File: config.mk
export PLATFORM = sky130hd
export DESIGN_NAME = xq_lane_align
export DESIGN_NICKNAME = d
export VERILOG_FILES = /design/src/xq_pkg.sv /design/src/xq_lane_align.sv /design/src/xq_lane_fifo.sv
export VERILOG_INCLUDE_DIRS = /design/src
export SDC_FILE = /design/constraint.sdc
export NUM_CORES = 2
export LEC_CHECK = 0
export BUFFER_PORTS_ARGS = -buffer_cell sky130_fd_sc_hd__buf_2
export CAP_MARGIN = 20
export CORE_MARGIN = 2
export CORE_UTILIZATION = 47
export CTS_BUF_LIST = sky130_fd_sc_hd__clkbuf_2
export CTS_CLUSTER_SIZE = 12
export DETAILED_ROUTE_END_ITERATION = 7
export GPL_TIMING_DRIVEN = 1
export MAX_ROUTING_LAYER = met4
export PLACE_DENSITY_LB_ADDON = 0.12
export SYNTH_ARGS = -nofsm -noshare
export SYNTH_HDL_FRONTEND = slang
export SYNTH_SLANG_ARGS = --single-unit
File: constraint.sdc
create_clock -name mclk_i -period 3.75 [get_ports mclk_i]
set_clock_uncertainty 0.05 [all_clocks]
set_input_delay 0.375 -clock mclk_i [delete_from_list [all_inputs] [get_ports mclk_i]]
set_output_delay 0.375 -clock mclk_i [all_outputs]
set_load 0.05 [all_outputs]
File: src/xq_params.svh
`ifndef XQ_PARAMS_SVH
`define XQ_PARAMS_SVH
// register offsets (byte addresses)
`define XQ_CTRL_OFS  12'h000
`define XQ_STAT_OFS  12'h004
// field positions and reset values
`define XQ_CTRL_IPG  0
`define XQ_STAT_ALGN 4
`define XQ_STAT_LF   5
`define XQ_CTRL_RST  1'b1
// four good codes: counter runs 0..3
`define XQ_GOOD_LAST 2'h3
// one compensation column after this many comma columns
`define XQ_CTC_GAP   2'h3
// control codes
`define XQ_C_IDLE    8'h07
`define XQ_C_TERM    8'hfd
`define XQ_C_ALGN    8'h7c
`define XQ_C_COMMA   8'hbc
`define XQ_C_CTC     8'h1c
`define XQ_C_LF      8'h9c
`define XQ_C_ERR     8'hfe
`define XQ_LF_MID    8'h00
`define XQ_LF_TOP    8'h01
`endif

File: src/xq_pkg.sv
package xq_pkg;
    typedef struct packed {
        logic       k;
        logic [7:0] d;
    } xq_code_t;
    typedef struct packed {
        logic       k;
        logic [7:0] d;
        logic       cerr;
        logic       derr;
    } xq_lane_t;
    typedef enum logic [2:0] {
        S_UNSYNC, S_ACQ1, S_ACQ2, S_ACQ3, S_SYNC, S_MISS1, S_MISS2, S_MISS3
    } xq_sync_t;
    typedef enum logic [2:0] {
        C_UNALIGN, C_DET1, C_DET2, C_DET3, C_ALIGN, C_FAIL1, C_FAIL2, C_FAIL3
    } xq_col_t;
    typedef enum logic [1:0] {
        I_DATA, I_ALGN, I_COMMA, I_CTC
    } xq_ipg_t;
endpackage

File: src/xq_lane_align.sv
// What this block does
// - entering first miss state clears good counter; four good codes regain sync
// - error in first miss state moves lane to second miss state
// - second miss: counter cleared; four good go to miss1, error to miss3
// - third miss: counter cleared; four good go to miss1, error unsyncs lane
// - error while synchronized moves lane to first miss state
// - any unsynchronized lane forces local fault columns on receive bus
// - disparity error on A, K or T marks preceding data code 0xFE
// - every detected fault sets sticky local fault status bit
// - local fault column is 9c/00/00/01 with only lane 0 control
// - received sequence sets pass untouched; the only ones generated here are local fault columns
// - each lane feeds a 32 entry, 32 bit receive fifo
// - lanes are deskewed by aligning fifo heads on alignment codes
// - column machine unaligned after reset or unsync; aligns then goes det1
// - column flag low forces local fault columns on receive bus
// - aligned state: flag high; deskew error at gap position goes fail1
// - fail states keep flag high; each missed column steps toward unaligned
// - transceiver mode replaces gap idles with alignment and comma codes
// - idles in the terminate column become comma codes
// - later idle columns: alignment first, then comma or compensation columns
// - any non-idle column returns the gap machine to sending data
//
// Local design decisions: the register offsets and the APB register port.
`timescale 1ns/1ps
`include "xq_params.svh"
module xq_lane_align #(
    parameter int FIFO_W = 32,
    parameter int FIFO_D = 32
) (
    input  wire logic                   mclk_i,
    input  wire logic                   resetn_i,
    input  wire logic [11:0]            paddr_i,
    input  wire logic                   psel_i,
    input  wire logic                   penable_i,
    input  wire logic                   pwrite_i,
    input  wire logic [31:0]            pwdata_i,
    output logic      [31:0]            prdata_o,
    output logic                        pready_o,
    output logic                        pslverr_o,
    input  wire logic                   lane_clk_i,
    input  wire xq_pkg::xq_lane_t [3:0] lane_i,
    output logic      [31:0]            rxd_o,
    output logic      [3:0]             rxc_o,
    output logic                        rx_vld_o,
    input  wire logic [31:0]            txd_i,
    input  wire logic [3:0]             txc_i,
    input  wire logic                   tx_vld_i,
    output logic      [31:0]            txd_o,
    output logic      [3:0]             txc_o,
    output logic                        tx_vld_o
);
    if (FIFO_W < 9 || FIFO_D < 4)
    begin : g_chk
        $error("fifo too small for a lane code");
    end

    // -------------------------------------------------
    // link input synchronisers
    // -------------------------------------------------
    logic                   lck_s1_ff, lck_s2_ff, lck_s3_ff, lstb;
    xq_pkg::xq_lane_t [3:0] lane_s1_ff, lane_s2_ff;

    // lane data is launched on the rising link edge, taken on the falling
    always_ff @(posedge mclk_i or negedge resetn_i)
    begin
        if (!resetn_i)
        begin
            lck_s1_ff  <= 1'b0;
            lck_s2_ff  <= 1'b0;
            lck_s3_ff  <= 1'b0;
            lane_s1_ff <= '0;
            lane_s2_ff <= '0;
        end
        else
        begin
            lck_s1_ff  <= lane_clk_i;
            lck_s2_ff  <= lck_s1_ff;
            lck_s3_ff  <= lck_s2_ff;
            lane_s1_ff <= lane_i;
            lane_s2_ff <= lane_s1_ff;
        end
    end

    assign lstb = lck_s3_ff & ~lck_s2_ff;

    // -------------------------------------------------
    // per-lane sync machine, error marking and fifo
    // -------------------------------------------------
    xq_pkg::xq_code_t [3:0] head;
    logic [3:0]             emp, ovf, insync, isa, pop;

    for (genvar g = 0; g < 4; g++)
    begin : g_lane
        xq_pkg::xq_lane_t li;
        xq_pkg::xq_code_t cur, wcode, prv_ff, nxt_prv;
        xq_pkg::xq_sync_t st_ff, nxt_st;
        logic [1:0]       gc_ff, nxt_gc;
        logic [FIFO_W-1:0] hw;
        logic             pv_ff, nxt_pv, bad, comma, eop, full;
        logic [2:0]       ag_ff, nxt_ag;

        // bad codes become error characters; end codes with a disparity error flag the data code before
        always_comb
        begin
            li    = lane_s2_ff[g];
            bad   = li.cerr | li.derr;
            comma = li.k & (li.d == `XQ_C_COMMA) & ~bad;
            eop   = li.k & li.derr & (li.d == `XQ_C_ALGN || li.d == `XQ_C_COMMA
                                      || li.d == `XQ_C_TERM);
            cur   = bad ? {1'b1, `XQ_C_ERR} : {li.k, li.d};
            wcode = prv_ff;
            if (eop && !prv_ff.k)
                wcode = {1'b1, `XQ_C_ERR};
            nxt_prv = lstb ? cur : prv_ff;
            nxt_pv  = pv_ff | lstb;
        end

        // lane synchronisation machine, stepped once per lane code
        always_comb
        begin
            nxt_st = st_ff;
            nxt_gc = gc_ff;
            // checker count of good codes since entering miss1
            nxt_ag = (st_ff == xq_pkg::S_MISS1) ? ag_ff + 3'(lstb & ~bad) : 3'h0;
            if (lstb)
            begin
                unique case (st_ff)
                    xq_pkg::S_UNSYNC: if (comma) nxt_st = xq_pkg::S_ACQ1;
                    xq_pkg::S_ACQ1:   if (bad) nxt_st = xq_pkg::S_UNSYNC;
                                      else if (comma) nxt_st = xq_pkg::S_ACQ2;
                    xq_pkg::S_ACQ2:   if (bad) nxt_st = xq_pkg::S_UNSYNC;
                                      else if (comma) nxt_st = xq_pkg::S_ACQ3;
                    xq_pkg::S_ACQ3:   if (bad) nxt_st = xq_pkg::S_UNSYNC;
                                      else if (comma) nxt_st = xq_pkg::S_SYNC;
                    xq_pkg::S_SYNC:   if (bad) nxt_st = xq_pkg::S_MISS1;
                    xq_pkg::S_MISS1:  if (bad) nxt_st = xq_pkg::S_MISS2;
                                      else if (gc_ff == `XQ_GOOD_LAST)
                                          nxt_st = xq_pkg::S_SYNC;
                    xq_pkg::S_MISS2:  if (bad) nxt_st = xq_pkg::S_MISS3;
                                      else if (gc_ff == `XQ_GOOD_LAST)
                                          nxt_st = xq_pkg::S_MISS1;
                    xq_pkg::S_MISS3:  if (bad) nxt_st = xq_pkg::S_UNSYNC;
                                      else if (gc_ff == `XQ_GOOD_LAST)
                                          nxt_st = xq_pkg::S_MISS1;
                endcase
                // counter restarts on every state entry
                nxt_gc = (nxt_st != st_ff) ? 2'h0 : gc_ff + 2'h1;
            end
        end

        always_ff @(posedge mclk_i or negedge resetn_i)
        begin
            if (!resetn_i)
            begin
                st_ff  <= xq_pkg::S_UNSYNC;
                gc_ff  <= 2'h0;
                prv_ff <= '0;
                pv_ff  <= 1'b0;
                ag_ff  <= 3'h0;
            end
            else
            begin
                st_ff  <= nxt_st;
                gc_ff  <= nxt_gc;
                prv_ff <= nxt_prv;
                pv_ff  <= nxt_pv;
                ag_ff  <= nxt_ag;
            end
        end

        // skew and rate absorbing fifo
        xq_lane_fifo #(
            .DW    (FIFO_W),
            .DEPTH (FIFO_D)
        ) u_fifo (
            .mclk_i   (mclk_i),
            .resetn_i (resetn_i),
            .wr_i     (lstb & pv_ff),
            .wdata_i  ({{(FIFO_W-9){1'b0}}, wcode}),
            .rd_i     (pop[g]),
            .head_o   (hw),
            .empty_o  (emp[g]),
            .full_o   (full)
        );

        assign head[g]   = hw[8:0];
        assign ovf[g]    = lstb & pv_ff & full;
        assign insync[g] = (st_ff >= xq_pkg::S_SYNC); // miss states still count as synced
        assign isa[g]    = ~emp[g] & hw[8] & (hw[7:0] == `XQ_C_ALGN);

    end

    // -------------------------------------------------
    // column deskew machine
    // -------------------------------------------------
    xq_pkg::xq_col_t col_ff, nxt_col;
    logic            all_sync, allv, alla, anya, colpop, badcol, dsk_err;
    logic            aligned;

    // heads step together once aligned; while unaligned each lane
    // drains until it shows an alignment code
    always_comb
    begin
        all_sync = &insync;
        allv     = ~|emp;
        alla     = allv & (&isa);
        anya     = |isa;
        colpop   = allv & (col_ff != xq_pkg::C_UNALIGN);
        badcol   = colpop & anya & ~alla;
        dsk_err  = |ovf;
        aligned  = (col_ff >= xq_pkg::C_ALIGN);
        if (col_ff == xq_pkg::C_UNALIGN)
            pop = ~emp & (~isa | {4{alla}});
        else
            pop = {4{colpop}};
        nxt_col = col_ff;
        unique case (col_ff)
            xq_pkg::C_UNALIGN: if (alla) nxt_col = xq_pkg::C_DET1;
            xq_pkg::C_DET1:    if (badcol || dsk_err) nxt_col = xq_pkg::C_UNALIGN;
                               else if (colpop && alla) nxt_col = xq_pkg::C_DET2;
            xq_pkg::C_DET2:    if (badcol || dsk_err) nxt_col = xq_pkg::C_UNALIGN;
                               else if (colpop && alla) nxt_col = xq_pkg::C_DET3;
            xq_pkg::C_DET3:    if (badcol || dsk_err) nxt_col = xq_pkg::C_UNALIGN;
                               else if (colpop && alla) nxt_col = xq_pkg::C_ALIGN;
            xq_pkg::C_ALIGN:   if (badcol || dsk_err) nxt_col = xq_pkg::C_FAIL1;
            xq_pkg::C_FAIL1:   if (colpop && alla) nxt_col = xq_pkg::C_ALIGN;
                               else if (badcol) nxt_col = xq_pkg::C_FAIL2;
            xq_pkg::C_FAIL2:   if (colpop && alla) nxt_col = xq_pkg::C_ALIGN;
                               else if (badcol) nxt_col = xq_pkg::C_FAIL3;
            xq_pkg::C_FAIL3:   if (colpop && alla) nxt_col = xq_pkg::C_ALIGN;
                               else if (badcol) nxt_col = xq_pkg::C_UNALIGN;
        endcase
        if (!all_sync)
            nxt_col = xq_pkg::C_UNALIGN;
    end

    always_ff @(posedge mclk_i or negedge resetn_i)
    begin
        if (!resetn_i)
            col_ff <= xq_pkg::C_UNALIGN;
        else
            col_ff <= nxt_col;
    end

    // -------------------------------------------------
    // receive output and fault reporting
    // -------------------------------------------------
    logic [31:0] rxd_ff, nxt_rxd;
    logic [3:0]  rxc_ff, nxt_rxc;
    logic        rxv_ff, nxt_rxv, fault;

    // data columns pass untouched, faults replace them
    always_comb
    begin
        fault   = ~all_sync | ~aligned;
        nxt_rxv = colpop | (lstb & (col_ff == xq_pkg::C_UNALIGN));
        nxt_rxd = rxd_ff;
        nxt_rxc = rxc_ff;
        if (nxt_rxv)
        begin
            if (fault)
            begin
                nxt_rxd = {`XQ_LF_TOP, `XQ_LF_MID, `XQ_LF_MID, `XQ_C_LF};
                nxt_rxc = 4'h1;
            end
            else
            begin
                nxt_rxd = {head[3].d, head[2].d, head[1].d, head[0].d};
                nxt_rxc = {head[3].k, head[2].k, head[1].k, head[0].k};
            end
        end
    end

    always_ff @(posedge mclk_i or negedge resetn_i)
    begin
        if (!resetn_i)
        begin
            rxd_ff <= '0;
            rxc_ff <= '0;
            rxv_ff <= 1'b0;
        end
        else
        begin
            rxd_ff <= nxt_rxd;
            rxc_ff <= nxt_rxc;
            rxv_ff <= nxt_rxv;
        end
    end

    // -------------------------------------------------
    // transmit gap replacement
    // -------------------------------------------------
    xq_pkg::xq_ipg_t ipg_ff, nxt_ipg;
    logic [1:0]      cc_ff, nxt_cc;
    logic [31:0]     txd_ff, nxt_txd;
    logic [3:0]      txc_ff, nxt_txc, isi;
    logic            txv_ff, anyt, ipg_en;
    logic [7:0]      fill;

    always_comb
    begin
        anyt = 1'b0;
        for (int i = 0; i < 4; i++)
        begin
            isi[i] = txc_i[i] & (txd_i[8*i +: 8] == `XQ_C_IDLE);
            anyt   = anyt | (txc_i[i] & (txd_i[8*i +: 8] == `XQ_C_TERM));
        end
    end

    // packets start on lane 0, so a terminate column is the gap start
    always_comb
    begin
        nxt_ipg = ipg_ff;
        nxt_cc  = cc_ff;
        nxt_txd = tx_vld_i ? txd_i : txd_ff; // output stands until the next column
        nxt_txc = tx_vld_i ? txc_i : txc_ff;
        fill    = `XQ_C_COMMA;
        if (tx_vld_i && ipg_en)
        begin
            if (!(&isi))
            begin
                nxt_ipg = xq_pkg::I_DATA;
                for (int i = 0; i < 4; i++)
                    if (anyt && isi[i])
                        nxt_txd[8*i +: 8] = `XQ_C_COMMA;
            end
            else
            begin
                unique case (ipg_ff)
                    xq_pkg::I_DATA:  nxt_ipg = xq_pkg::I_ALGN;
                    xq_pkg::I_ALGN:  nxt_ipg = xq_pkg::I_COMMA;
                    xq_pkg::I_COMMA: nxt_ipg = (cc_ff == `XQ_CTC_GAP) ?
                                               xq_pkg::I_CTC : xq_pkg::I_COMMA;
                    xq_pkg::I_CTC:   nxt_ipg = xq_pkg::I_COMMA;
                endcase
                nxt_cc = (nxt_ipg == xq_pkg::I_COMMA) ? cc_ff + 2'h1 : 2'h0;
                if (nxt_ipg == xq_pkg::I_ALGN)
                    fill = `XQ_C_ALGN;
                else if (nxt_ipg == xq_pkg::I_CTC)
                    fill = `XQ_C_CTC;
                nxt_txd = {4{fill}};
                nxt_txc = 4'hf;
            end
        end
        else if (tx_vld_i)
            nxt_ipg = xq_pkg::I_DATA;
    end

    always_ff @(posedge mclk_i or negedge resetn_i)
    begin
        if (!resetn_i)
        begin
            ipg_ff <= xq_pkg::I_DATA;
            cc_ff  <= 2'h0;
            txd_ff <= '0;
            txc_ff <= '0;
            txv_ff <= 1'b0;
        end
        else
        begin
            ipg_ff <= nxt_ipg;
            cc_ff  <= nxt_cc;
            txd_ff <= nxt_txd;
            txc_ff <= nxt_txc;
            txv_ff <= tx_vld_i;
        end
    end

    // -------------------------------------------------
    // apb registers
    // -------------------------------------------------
    logic        ctl_ff, nxt_ctl, lf_ff, nxt_lf, rdy_ff, nxt_rdy;
    logic        err_ff, nxt_err, wr_acc, hit_c, hit_s;
    logic [31:0] prd_ff, nxt_prd;

    // answer one cycle after setup; unmapped offsets error and read zero
    always_comb
    begin
        hit_c   = (paddr_i == `XQ_CTRL_OFS);
        hit_s   = (paddr_i == `XQ_STAT_OFS);
        wr_acc  = psel_i & penable_i & rdy_ff & pwrite_i;
        nxt_rdy = psel_i & ~penable_i;
        nxt_err = nxt_rdy & ~(hit_c | hit_s);
        nxt_prd = '0;
        if (nxt_rdy && !pwrite_i && hit_c)
            nxt_prd[`XQ_CTRL_IPG] = ctl_ff;
        if (nxt_rdy && !pwrite_i && hit_s)
            nxt_prd[`XQ_STAT_LF:0] = {lf_ff, aligned, insync};
        nxt_ctl = (wr_acc && hit_c) ? pwdata_i[`XQ_CTRL_IPG] : ctl_ff;
        nxt_lf  = lf_ff;
        if (wr_acc && hit_s && pwdata_i[`XQ_STAT_LF])
            nxt_lf = 1'b0;
        if (fault)
            nxt_lf = 1'b1;
        ipg_en  = ctl_ff;
    end

    always_ff @(posedge mclk_i or negedge resetn_i)
    begin
        if (!resetn_i)
        begin
            ctl_ff <= `XQ_CTRL_RST;
            lf_ff  <= 1'b0;
            rdy_ff <= 1'b0;
            err_ff <= 1'b0;
            prd_ff <= '0;
        end
        else
        begin
            ctl_ff <= nxt_ctl;
            lf_ff  <= nxt_lf;
            rdy_ff <= nxt_rdy;
            err_ff <= nxt_err;
            prd_ff <= nxt_prd;
        end
    end

    assign prdata_o  = prd_ff;
    assign pready_o  = rdy_ff;
    assign pslverr_o = err_ff;
    assign rxd_o     = rxd_ff;
    assign rxc_o     = rxc_ff;
    assign rx_vld_o  = rxv_ff;
    assign txd_o     = txd_ff;
    assign txc_o     = txc_ff;
    assign tx_vld_o  = txv_ff;
endmodule

File: src/xq_lane_fifo.sv
`timescale 1ns/1ps
module xq_lane_fifo #(
    parameter int DW    = 32,
    parameter int DEPTH = 32
) (
    input  wire logic          mclk_i,
    input  wire logic          resetn_i,
    input  wire logic          wr_i,
    input  wire logic [DW-1:0] wdata_i,
    input  wire logic          rd_i,
    output logic      [DW-1:0] head_o,
    output logic               empty_o,
    output logic               full_o
);
    localparam int AW = $clog2(DEPTH);

    if (DEPTH < 2 || DEPTH != (1 << AW))
    begin : g_chk
        $error("fifo depth must be a power of two");
    end

    logic [DW-1:0] mem [DEPTH];
    logic [AW-1:0] wp_ff, rp_ff, nxt_wp, nxt_rp;
    logic [AW:0]   cnt_ff, nxt_cnt;
    logic [DW-1:0] head_ff, nxt_head;
    logic          do_wr, do_rd;

    // -------------------------------------------------
    // pointers, fill level and registered head word
    // -------------------------------------------------
    // head always shows the entry at the read pointer
    always_comb
    begin
        empty_o  = (cnt_ff == '0);
        full_o   = cnt_ff[AW];
        do_wr    = wr_i & ~full_o;
        do_rd    = rd_i & ~empty_o;
        nxt_wp   = wp_ff + AW'(do_wr);
        nxt_rp   = rp_ff + AW'(do_rd);
        nxt_cnt  = cnt_ff + (AW+1)'(do_wr) - (AW+1)'(do_rd);
        nxt_head = (do_wr && wp_ff == nxt_rp) ? wdata_i : mem[nxt_rp];
    end

    // storage has no reset
    always_ff @(posedge mclk_i)
    begin
        if (do_wr)
            mem[wp_ff] <= wdata_i;
    end

    // state registers
    always_ff @(posedge mclk_i or negedge resetn_i)
    begin
        if (!resetn_i)
        begin
            wp_ff   <= '0;
            rp_ff   <= '0;
            cnt_ff  <= '0;
            head_ff <= '0;
        end
        else
        begin
            wp_ff   <= nxt_wp;
            rp_ff   <= nxt_rp;
            cnt_ff  <= nxt_cnt;
            head_ff <= nxt_head;
        end
    end

    assign head_o = head_ff;
endmodule

* Word-level counts from Yosys, hierarchy flattened
Memories as Yosys holds them, arrays and structs flattened. A register that Yosys moved wholly into a read port is not among the register bits.
Cells that the tools add are included.
** Operators by class
- Magnitude comparators :: 5
- Add/subtract/negate cells :: 21
- Equal/unequal tests :: 83
- Multiplexer cells :: 123
- Bitwise operators :: 95
- Reductions and logical operators :: 58
** Operator list (number)
- $mux W3 :: 71
- $mux W32 :: 4
- $pmux W3 S8 :: 5
- $eq A8 B8 Y1 const B :: 12
- $mux W9 :: 8
- $eq A8 B7 Y1 const B :: 8
- $eq A3 B3 Y1 const B :: 20
- $and A1 B1 Y1 :: 59
- $mux W8 :: 6
- $add A5 B1 Y5 :: 8
- $eq A8 B3 Y1 const B :: 4
- $eq A3 B2 Y1 const B :: 10
- $add A6 B1 Y6 :: 4
- $logic_not A6 Y1 :: 4
- $ne A4 B4 Y1 const B :: 6
- $sub A6 B1 Y6 :: 4
- $mux W2 :: 10
- $mux W4 :: 5
- $eq A2 B2 Y1 const B :: 9
- $not A1 Y1 :: 18
- $logic_and A1 B1 Y1 :: 16
- $eq A3 B1 Y1 const B :: 5
- $ge A3 B3 Y1 const B :: 5
- $logic_not A3 Y1 :: 5
- other kinds (23) :: 79
** Word-level totals
- Bits in writable memories :: 1152
- Output and inout bits :: 108
- Register bits after elaboration :: 306
- Memories :: 4
- Logic and storage cells :: 470
- Input bits :: 131
** Memory list
- g_lane[0].u_fifo.mem :: depth 32, bits a word 9, rd ports 1, clocked after Yosys merged registers in 1, wr ports 1, line xq_lane_fifo.sv:22 : logic [DW-1:0] mem [DEPTH];
- g_lane[1].u_fifo.mem :: depth 32, bits a word 9, rd ports 1, clocked after Yosys merged registers in 1, wr ports 1, line xq_lane_fifo.sv:22
- g_lane[2].u_fifo.mem :: depth 32, bits a word 9, rd ports 1, clocked after Yosys merged registers in 1, wr ports 1, line xq_lane_fifo.sv:22
- g_lane[3].u_fifo.mem :: depth 32, bits a word 9, rd ports 1, clocked after Yosys merged registers in 1, wr ports 1, line xq_lane_fifo.sv:22

* Depth between registers and ports, before layout
- Depth in word-level cells :: 12
- Mapped depth :: 18
- Gate-level depth less buffers :: 17

* Cells and area by module
A second synthesis with hierarchy kept.
** Unflattened totals
- Cells, all modules :: 14006
- Area total of the unflattened synthesis :: 191935.3 um^2
** Modules (own cells, without submodules)
- xq_lane_fifo (g_lane[0].u_fifo ...) :: cells each 3246, area each 45039.4 um^2, seq. area each 31950.6 um^2, times used 2
- xq_lane_fifo (g_lane[3].u_fifo) :: cells each 3392, area each 46956.3 um^2, seq. area each 31950.6 um^2, times used 1
- xq_lane_fifo (g_lane[2].u_fifo) :: cells each 3246, area each 45030.7 um^2, seq. area each 31950.6 um^2, times used 1
- xq_lane_align :: cells each 876, area each 9869.5 um^2, seq. area each 6057.1 um^2, times used 1

* Worst setup path after synthesis
Ideal clock, no wire load.
- Path type :: reg2reg
- Start point :: reg g_lane[3].u_fifo.cnt_ff[5]
- End point :: reg g_lane[3].u_fifo.head_ff[0], read port of g_lane[3].u_fifo.mem
- Setup time :: 119 ps
- Period minus slack after synthesis :: 4135 ps
- Data required time :: 3581 ps
- Stages on the path, launching flop included :: 18
- Path buffers :: 3
- Setup slack :: -385 ps
- Arrival :: 3966 ps
- Cell sequence :: dfrtp_1 > inv_1 > ha_1 > and4bb_2 > nor4_1 > and4_1 > buf_4 > nor2_1 > a211oi_1 > ha_1 > ha_1 > clkbuf_1 > clkbuf_1 > mux4_2 > mux4_2 > nand2_1 > nand3_1 > o21a_1
** Between the ends
- Word-level cells in the longest chain between the ends :: 11
- Elaborated cells on any way between the ends :: 16
- Those cells by class :: 1 x add/sub; 1 x mux; 10 x bitwise; 4 x reduce/logical
** RTL lines
- from (decl) :: line xq_lane_fifo.sv:24 : logic [AW:0] cnt_ff, nxt_cnt;
- from (signal assigned) :: line xq_lane_fifo.sv:65 : cnt_ff <= nxt_cnt;
- $logic_not A6 Y1 * :: line xq_lane_fifo.sv:34 : empty_o = (cnt_ff == '0);
- $not A1 Y1 :: line xq_lane_align.sv:189, xq_lane_fifo.sv:37
- $and A1 B1 Y1 (2 in series) :: line xq_lane_align.sv:189 : assign isa[g] = ~emp[g] & hw[8] & (hw[7:0] == `XQ_C_ALGN);
- $reduce_and A4 Y1 :: line xq_lane_align.sv:206 : alla = allv & (&isa);
- $and A1 B1 Y1 :: line xq_lane_align.sv:206
- $or A4 B4 Y4 :: line xq_lane_align.sv:213 : pop = ~emp & (~isa | {4{alla}});
- $and A4 B4 Y4 :: line xq_lane_align.sv:213
- $mux W4 :: line xq_lane_align.sv:212 : if (col_ff == xq_pkg::C_UNALIGN)
- $and A1 B1 Y1 * :: line xq_lane_fifo.sv:37 : do_rd = rd_i & ~empty_o;
- $add A5 B1 Y5 * :: line xq_lane_fifo.sv:39 : nxt_rp = rp_ff + AW'(do_rd);
- named net g_lane[3].u_fifo.nxt_rp[1] :: line xq_lane_fifo.sv:23 : logic [AW-1:0] wp_ff, rp_ff, nxt_wp, nxt_rp;
- to (decl) :: line xq_lane_fifo.sv:25 : logic [DW-1:0] head_ff, nxt_head;
Mark *: on every way through the listed nets, which the timed path passes. The rest lies on a longest branch.
A chain may end at the register's enable or synchronous reset.

* Worst setup path after layout
- Start point :: reg g_lane[0].u_fifo.cnt_ff[2]
- End point :: reg g_lane[3].u_fifo.head_ff[6], read port of g_lane[3].u_fifo.mem
** Between the ends
- Word-level cells in the longest chain between the ends :: 11
- Elaborated cells on any way between the ends :: 14
- Those cells by class :: 1 x add/sub; 1 x mux; 8 x bitwise; 4 x reduce/logical
** RTL lines (line)
- from (decl) :: xq_lane_fifo.sv:24
- from (signal assigned) :: xq_lane_fifo.sv:65
- $logic_not A6 Y1 * :: xq_lane_fifo.sv:34
- $not A1 Y1 :: xq_lane_align.sv:189
- $and A1 B1 Y1 (2 in series) :: xq_lane_align.sv:189
- $reduce_and A4 Y1 :: xq_lane_align.sv:206
- $and A1 B1 Y1 :: xq_lane_align.sv:206
- $or A4 B4 Y4 :: xq_lane_align.sv:213
- $and A4 B4 Y4 :: xq_lane_align.sv:213
- $mux W4 * :: xq_lane_align.sv:212
- $and A1 B1 Y1 * :: xq_lane_fifo.sv:37
- $add A5 B1 Y5 * :: xq_lane_fifo.sv:39
- named net g_lane[3].u_fifo.nxt_rp[0] :: xq_lane_fifo.sv:23
Marks and branches as above.

==> results_dict.tcl <==
set metrics [dict create \
    start_util 0.4725 \
    clock_path_buffers 4 \
    cts_tree "done" \
    failed_checks "negative setup slack" \
    viasPerCell 5.435 \
    fin_crit_ns 4.083 \
    drv_slew 0 \
    fp.dieW_um 359.1 \
    hold_viol 0 \
    avgSynthCellArea_um2 18.31 \
    vias 34524 \
    grt_max_degree 75 \
    antenna_found_initial 5 \
    yosysSeqAreaShare 0.7283 \
    synthTopCellsByArea "edfxtp_1 (58%), dfrtp_1 (14%), mux4_2 (12%)" \
    place.gp.congestion 0.8377 \
    setup-violations-final 36 \
    final_area_mm2 0.07331 \
    overflow 0 \
    fill_cells 9473 \
    outcome "finished with violations" \
    internal-power_mw 36.89 \
    startpoint_type "flop" \
    insertion_delay_ns 1.61 \
    area_delta_synth_final_pct 23.71 \
    min-delay-start "lane_s1_ff[40]$_DFF_PN0_" \
    yosysWarnings 0 \
    clk_pin_slew_ns 0.11 \
    synth_seq_cells 1494 \
    synth_edf_count 1152 \
    leakage_nw 26.83 \
    synth_async_sr_flop_share 0.2289 \
    max-cap-violations 0 \
    cts_sinks 1494 \
    synthCells 3237 \
    layout_common_cells "edfxtp_1 (1152), clkbuf_2 (588), dfrtp_1 (341)" \
    whs_ns 0.2788 \
    r2r-start "g_lane[0].u_fifo.cnt_ff[2]$_DFF_PN0_" \
    drt_iter0_drc 2891 \
    drtPass1Iterations 5 \
    layout_commonest_cell "edfxtp_1" \
    holdCritPathClass "reg -> reg" \
    synth_top_flop_cell "edfxtp_1" \
    pwr-share-comb 0.460 \
    critical_path_class "reg -> reg" \
    yosysTopAreaCellShare 0.5838 \
    power.switching_mw 19.57 \
    netlist_area_mm2 0.05925 \
    relSlewSlack 0.3272 \
    setup_slack_ns -0.3333 \
    core.rowCount 130 \
    holdPathStages 0 \
    irDropWorstVdd_uv 635.4 \
    place_hpwl_mm 88.70 \
    rsz0062_at_grt "yes" \
    dieArea_mm2 0.1289 \
    coreArea_mm2 0.1254 \
    place_area_mm2 0.06480 \
    placed_cells 5274 \
    ys_types 77 \
    yosys.area.top_type "edfxtp_1" \
    routedWlPerCell_um 23.40 \
    grt_use_total 0.2377 \
    p_clk_frac 0.191 \
    fin_cells 6352 \
    grt_pass1_wl_mm 223.8 \
    nNetsFinal 4594 \
    worst_slew_pin_slew_ns 1.009 \
    ant_nets 0 \
    die_h_um 359.1 \
    drc 0 \
    fmax_mhz 244.9 \
    path_max_fanout 8 \
    grt_pass1_vias 36854 \
    startpoint "g_lane[0].u_fifo.cnt_ff[2]$_DFF_PN0_" \
    cts_root_buffer "clkbuf_2" \
    layout_worst_path_cycle_share 1.089 \
    wl_mm 148.6 \
    powerDensity_mw_per_mm2 770.2 \
    critPathArrivalTime_ns 5.46 \
    htree_levels 5 \
    switching_share 0.3466 \
    cts_buffers 388 \
    crit_required_ns 5.13 \
    pin_count 239 \
    layout-drive-gt1-share 0.3778 \
    io_buffers 182 \
    r2r_cells 17 \
    worst_setup_path_end_kind "flop" \
    p_seq_frac 0.349 \
]
[repair_timing]
item / CTS / global route
setup buffers: 39 / 24
gates cloned: 19 / 6
hold buffers: 311 / 0
endpoints found under the hold margin: 438 / 0
resized for setup: 151 / 47
pin swaps: 66 / 33
endpoints found under the setup margin: 40 / 41
[Yosys cell counts (all sizes together) (3+ instances only)]
| library cell | instances |
|---|---|
| o31ai | 6 |
| nand2b | 9 |
| edfxtp | 1152 |
| ha | 53 |
| a211o | 8 |
| nor4 | 23 |
| o21ai | 77 |
| or4 | 3 |
| xnor2 | 26 |
| a31oi | 8 |
| a21oi | 95 |
| nor3b | 7 |
| nand3 | 48 |
| xor2 | 39 |
| dfrtp | 341 |
| or3b | 10 |
| or2 | 35 |
| nor2 | 207 |
| nand4 | 19 |
| fa | 4 |
| or4b | 4 |
| a21o | 6 |
| and3 | 4 |
| nor3 | 28 |
| o21bai | 5 |
| o22a | 36 |
| inv | 69 |
| mux4 | 324 |
| clkbuf | 79 |
| nand3b | 19 |
| and2 | 6 |
| mux2 | 20 |
| a211oi | 61 |
| nand2 | 141 |
| mux2i | 66 |
| or3 | 10 |
| nor2b | 53 |
| and4bb | 4 |
| buf | 103 |
[worst max-delay path: stages, from the launching register on]
cell      delay, ns
dfrtp_1        0.38
inv_2          0.06
ha_4           0.15
and4bb_4       0.24
nor4_4         0.23
buf_6          0.16
and4_4         0.24
nor2_4         0.05
a211oi_2       0.22
buf_4          0.16
ha_4           0.16
buf_12         0.14
buf_12         0.15
mux4_2         0.55
mux4_2         0.57
mux2i_1        0.20
buf_4          0.15
a21oi_2        0.04
[power by group through the flow]
| stage | logic, mW | clock network (mW) | registers, mW |
|---|---|---|---|
| 2_1_floorplan | 13.5 | 0 | 19.8 |
| 3_3_place_gp | 21.2 | 0 | 20.0 |
| 3_5_place_dp | 21.5 | 0 | 20.0 |
| 4_1_cts | 25.1 | 11.2 | 19.7 |
| 5_1_grt | 27.5 | 12.1 | 19.8 |
| 6_report | 26.0 | 10.8 | 19.7 |
[flip-flops by register name, summed over array words and instances, names as in the netlist, 20 cells and up]
| register | cells |
|---|---|
| lane_s1_ff | 44 |
| g_lane.u_fifo.mem | 1152 |
| g_lane.u_fifo.rp_ff | 20 |
| g_lane.li | 44 |
| txd_o | 32 |
| g_lane.u_fifo.cnt_ff | 24 |
| g_lane.prv_ff | 36 |
| g_lane.u_fifo.wp_ff | 20 |
| rxd_o | 32 |
| g_lane.u_fifo.head_o | 36 |
[per-stage QoR]
stage	power, mW	util	setup slack [ns]	setup TNS (ns)
floorplan	33.31	-	0.02045	0
global placement	41.25	0.5167	-0.7448	-19.46
detailed placement	41.54	0.5167	-0.7553	-20.89
CTS	55.99	0.5811	-0.3713	-10.78
global route	59.37	0.5845	-0.5207	-14.70
finish	56.46	0.5845	-0.3333	-9.010
[cell type report]
type / instances / area [um2] / share of cell area
sequential: 1494 / 43150 / 0.5887
multi-input combinational: 1517 / 15770 / 0.2152
timing repair buffer: 936 / 8657 / 0.1181
clock buffer: 588 / 2943 / 0.04014
tap: 1650 / 2064 / 0.02816
clock inverter: 92 / 440.4 / 0.006008
inverter: 69 / 259.0 / 0.003533
antenna: 6 / 15.01 / 0.0002048
[final timing paths]
| check | to | slack [ns] |
|---|---|---|
| min reg2reg | g_lane[3].li[7]$_DFF_PN0_ | 0.28 |
| min in group asynchronous | txd_o[1]$_DFF_PN0_ | 0.41 |
| max in group asynchronous | g_lane[1].u_fifo.head_o[8]$_DFF_PN0_ | 2.21 |
| max reg2reg | g_lane[3].u_fifo.head_o[6]$_DFF_PN0_ | -0.33 |
| min | g_lane[3].li[7]$_DFF_PN0_ | 0.28 |
| max | g_lane[3].u_fifo.head_o[6]$_DFF_PN0_ | -0.33 |
[routing by layer]
metal  up-vias  global-route usage  part of all wire  wire length [um]
met5         -                   -                 0                 0
met4         0             0.07909             0.022              3215
met3       272             0.03922             0.053              7807
met2      1139              0.3779              0.50             74360
met1     17861              0.3153              0.43             63240
li1      15252                   -                 -                 -
[cells by family (layout without fill, tap and decap cells)]
kind of cell | after synthesis | in the layout | share of synthesized area
and+or+nand+nor | 641 | 641 | 0.05547
other | 1 | 32 | 0.00006329
muxes | 410 | 410 | 0.1381
adders and majority gates | 57 | 57 | 0.01254
AOI/OAI and AO/OA | 318 | 318 | 0.03474
buffers and inverters | 251 | 1685 | 0.02109
DFF | 1494 | 1494 | 0.7283
xor gates and xnor gates | 65 | 65 | 0.009734
Power figures use the tool's default switching activity.
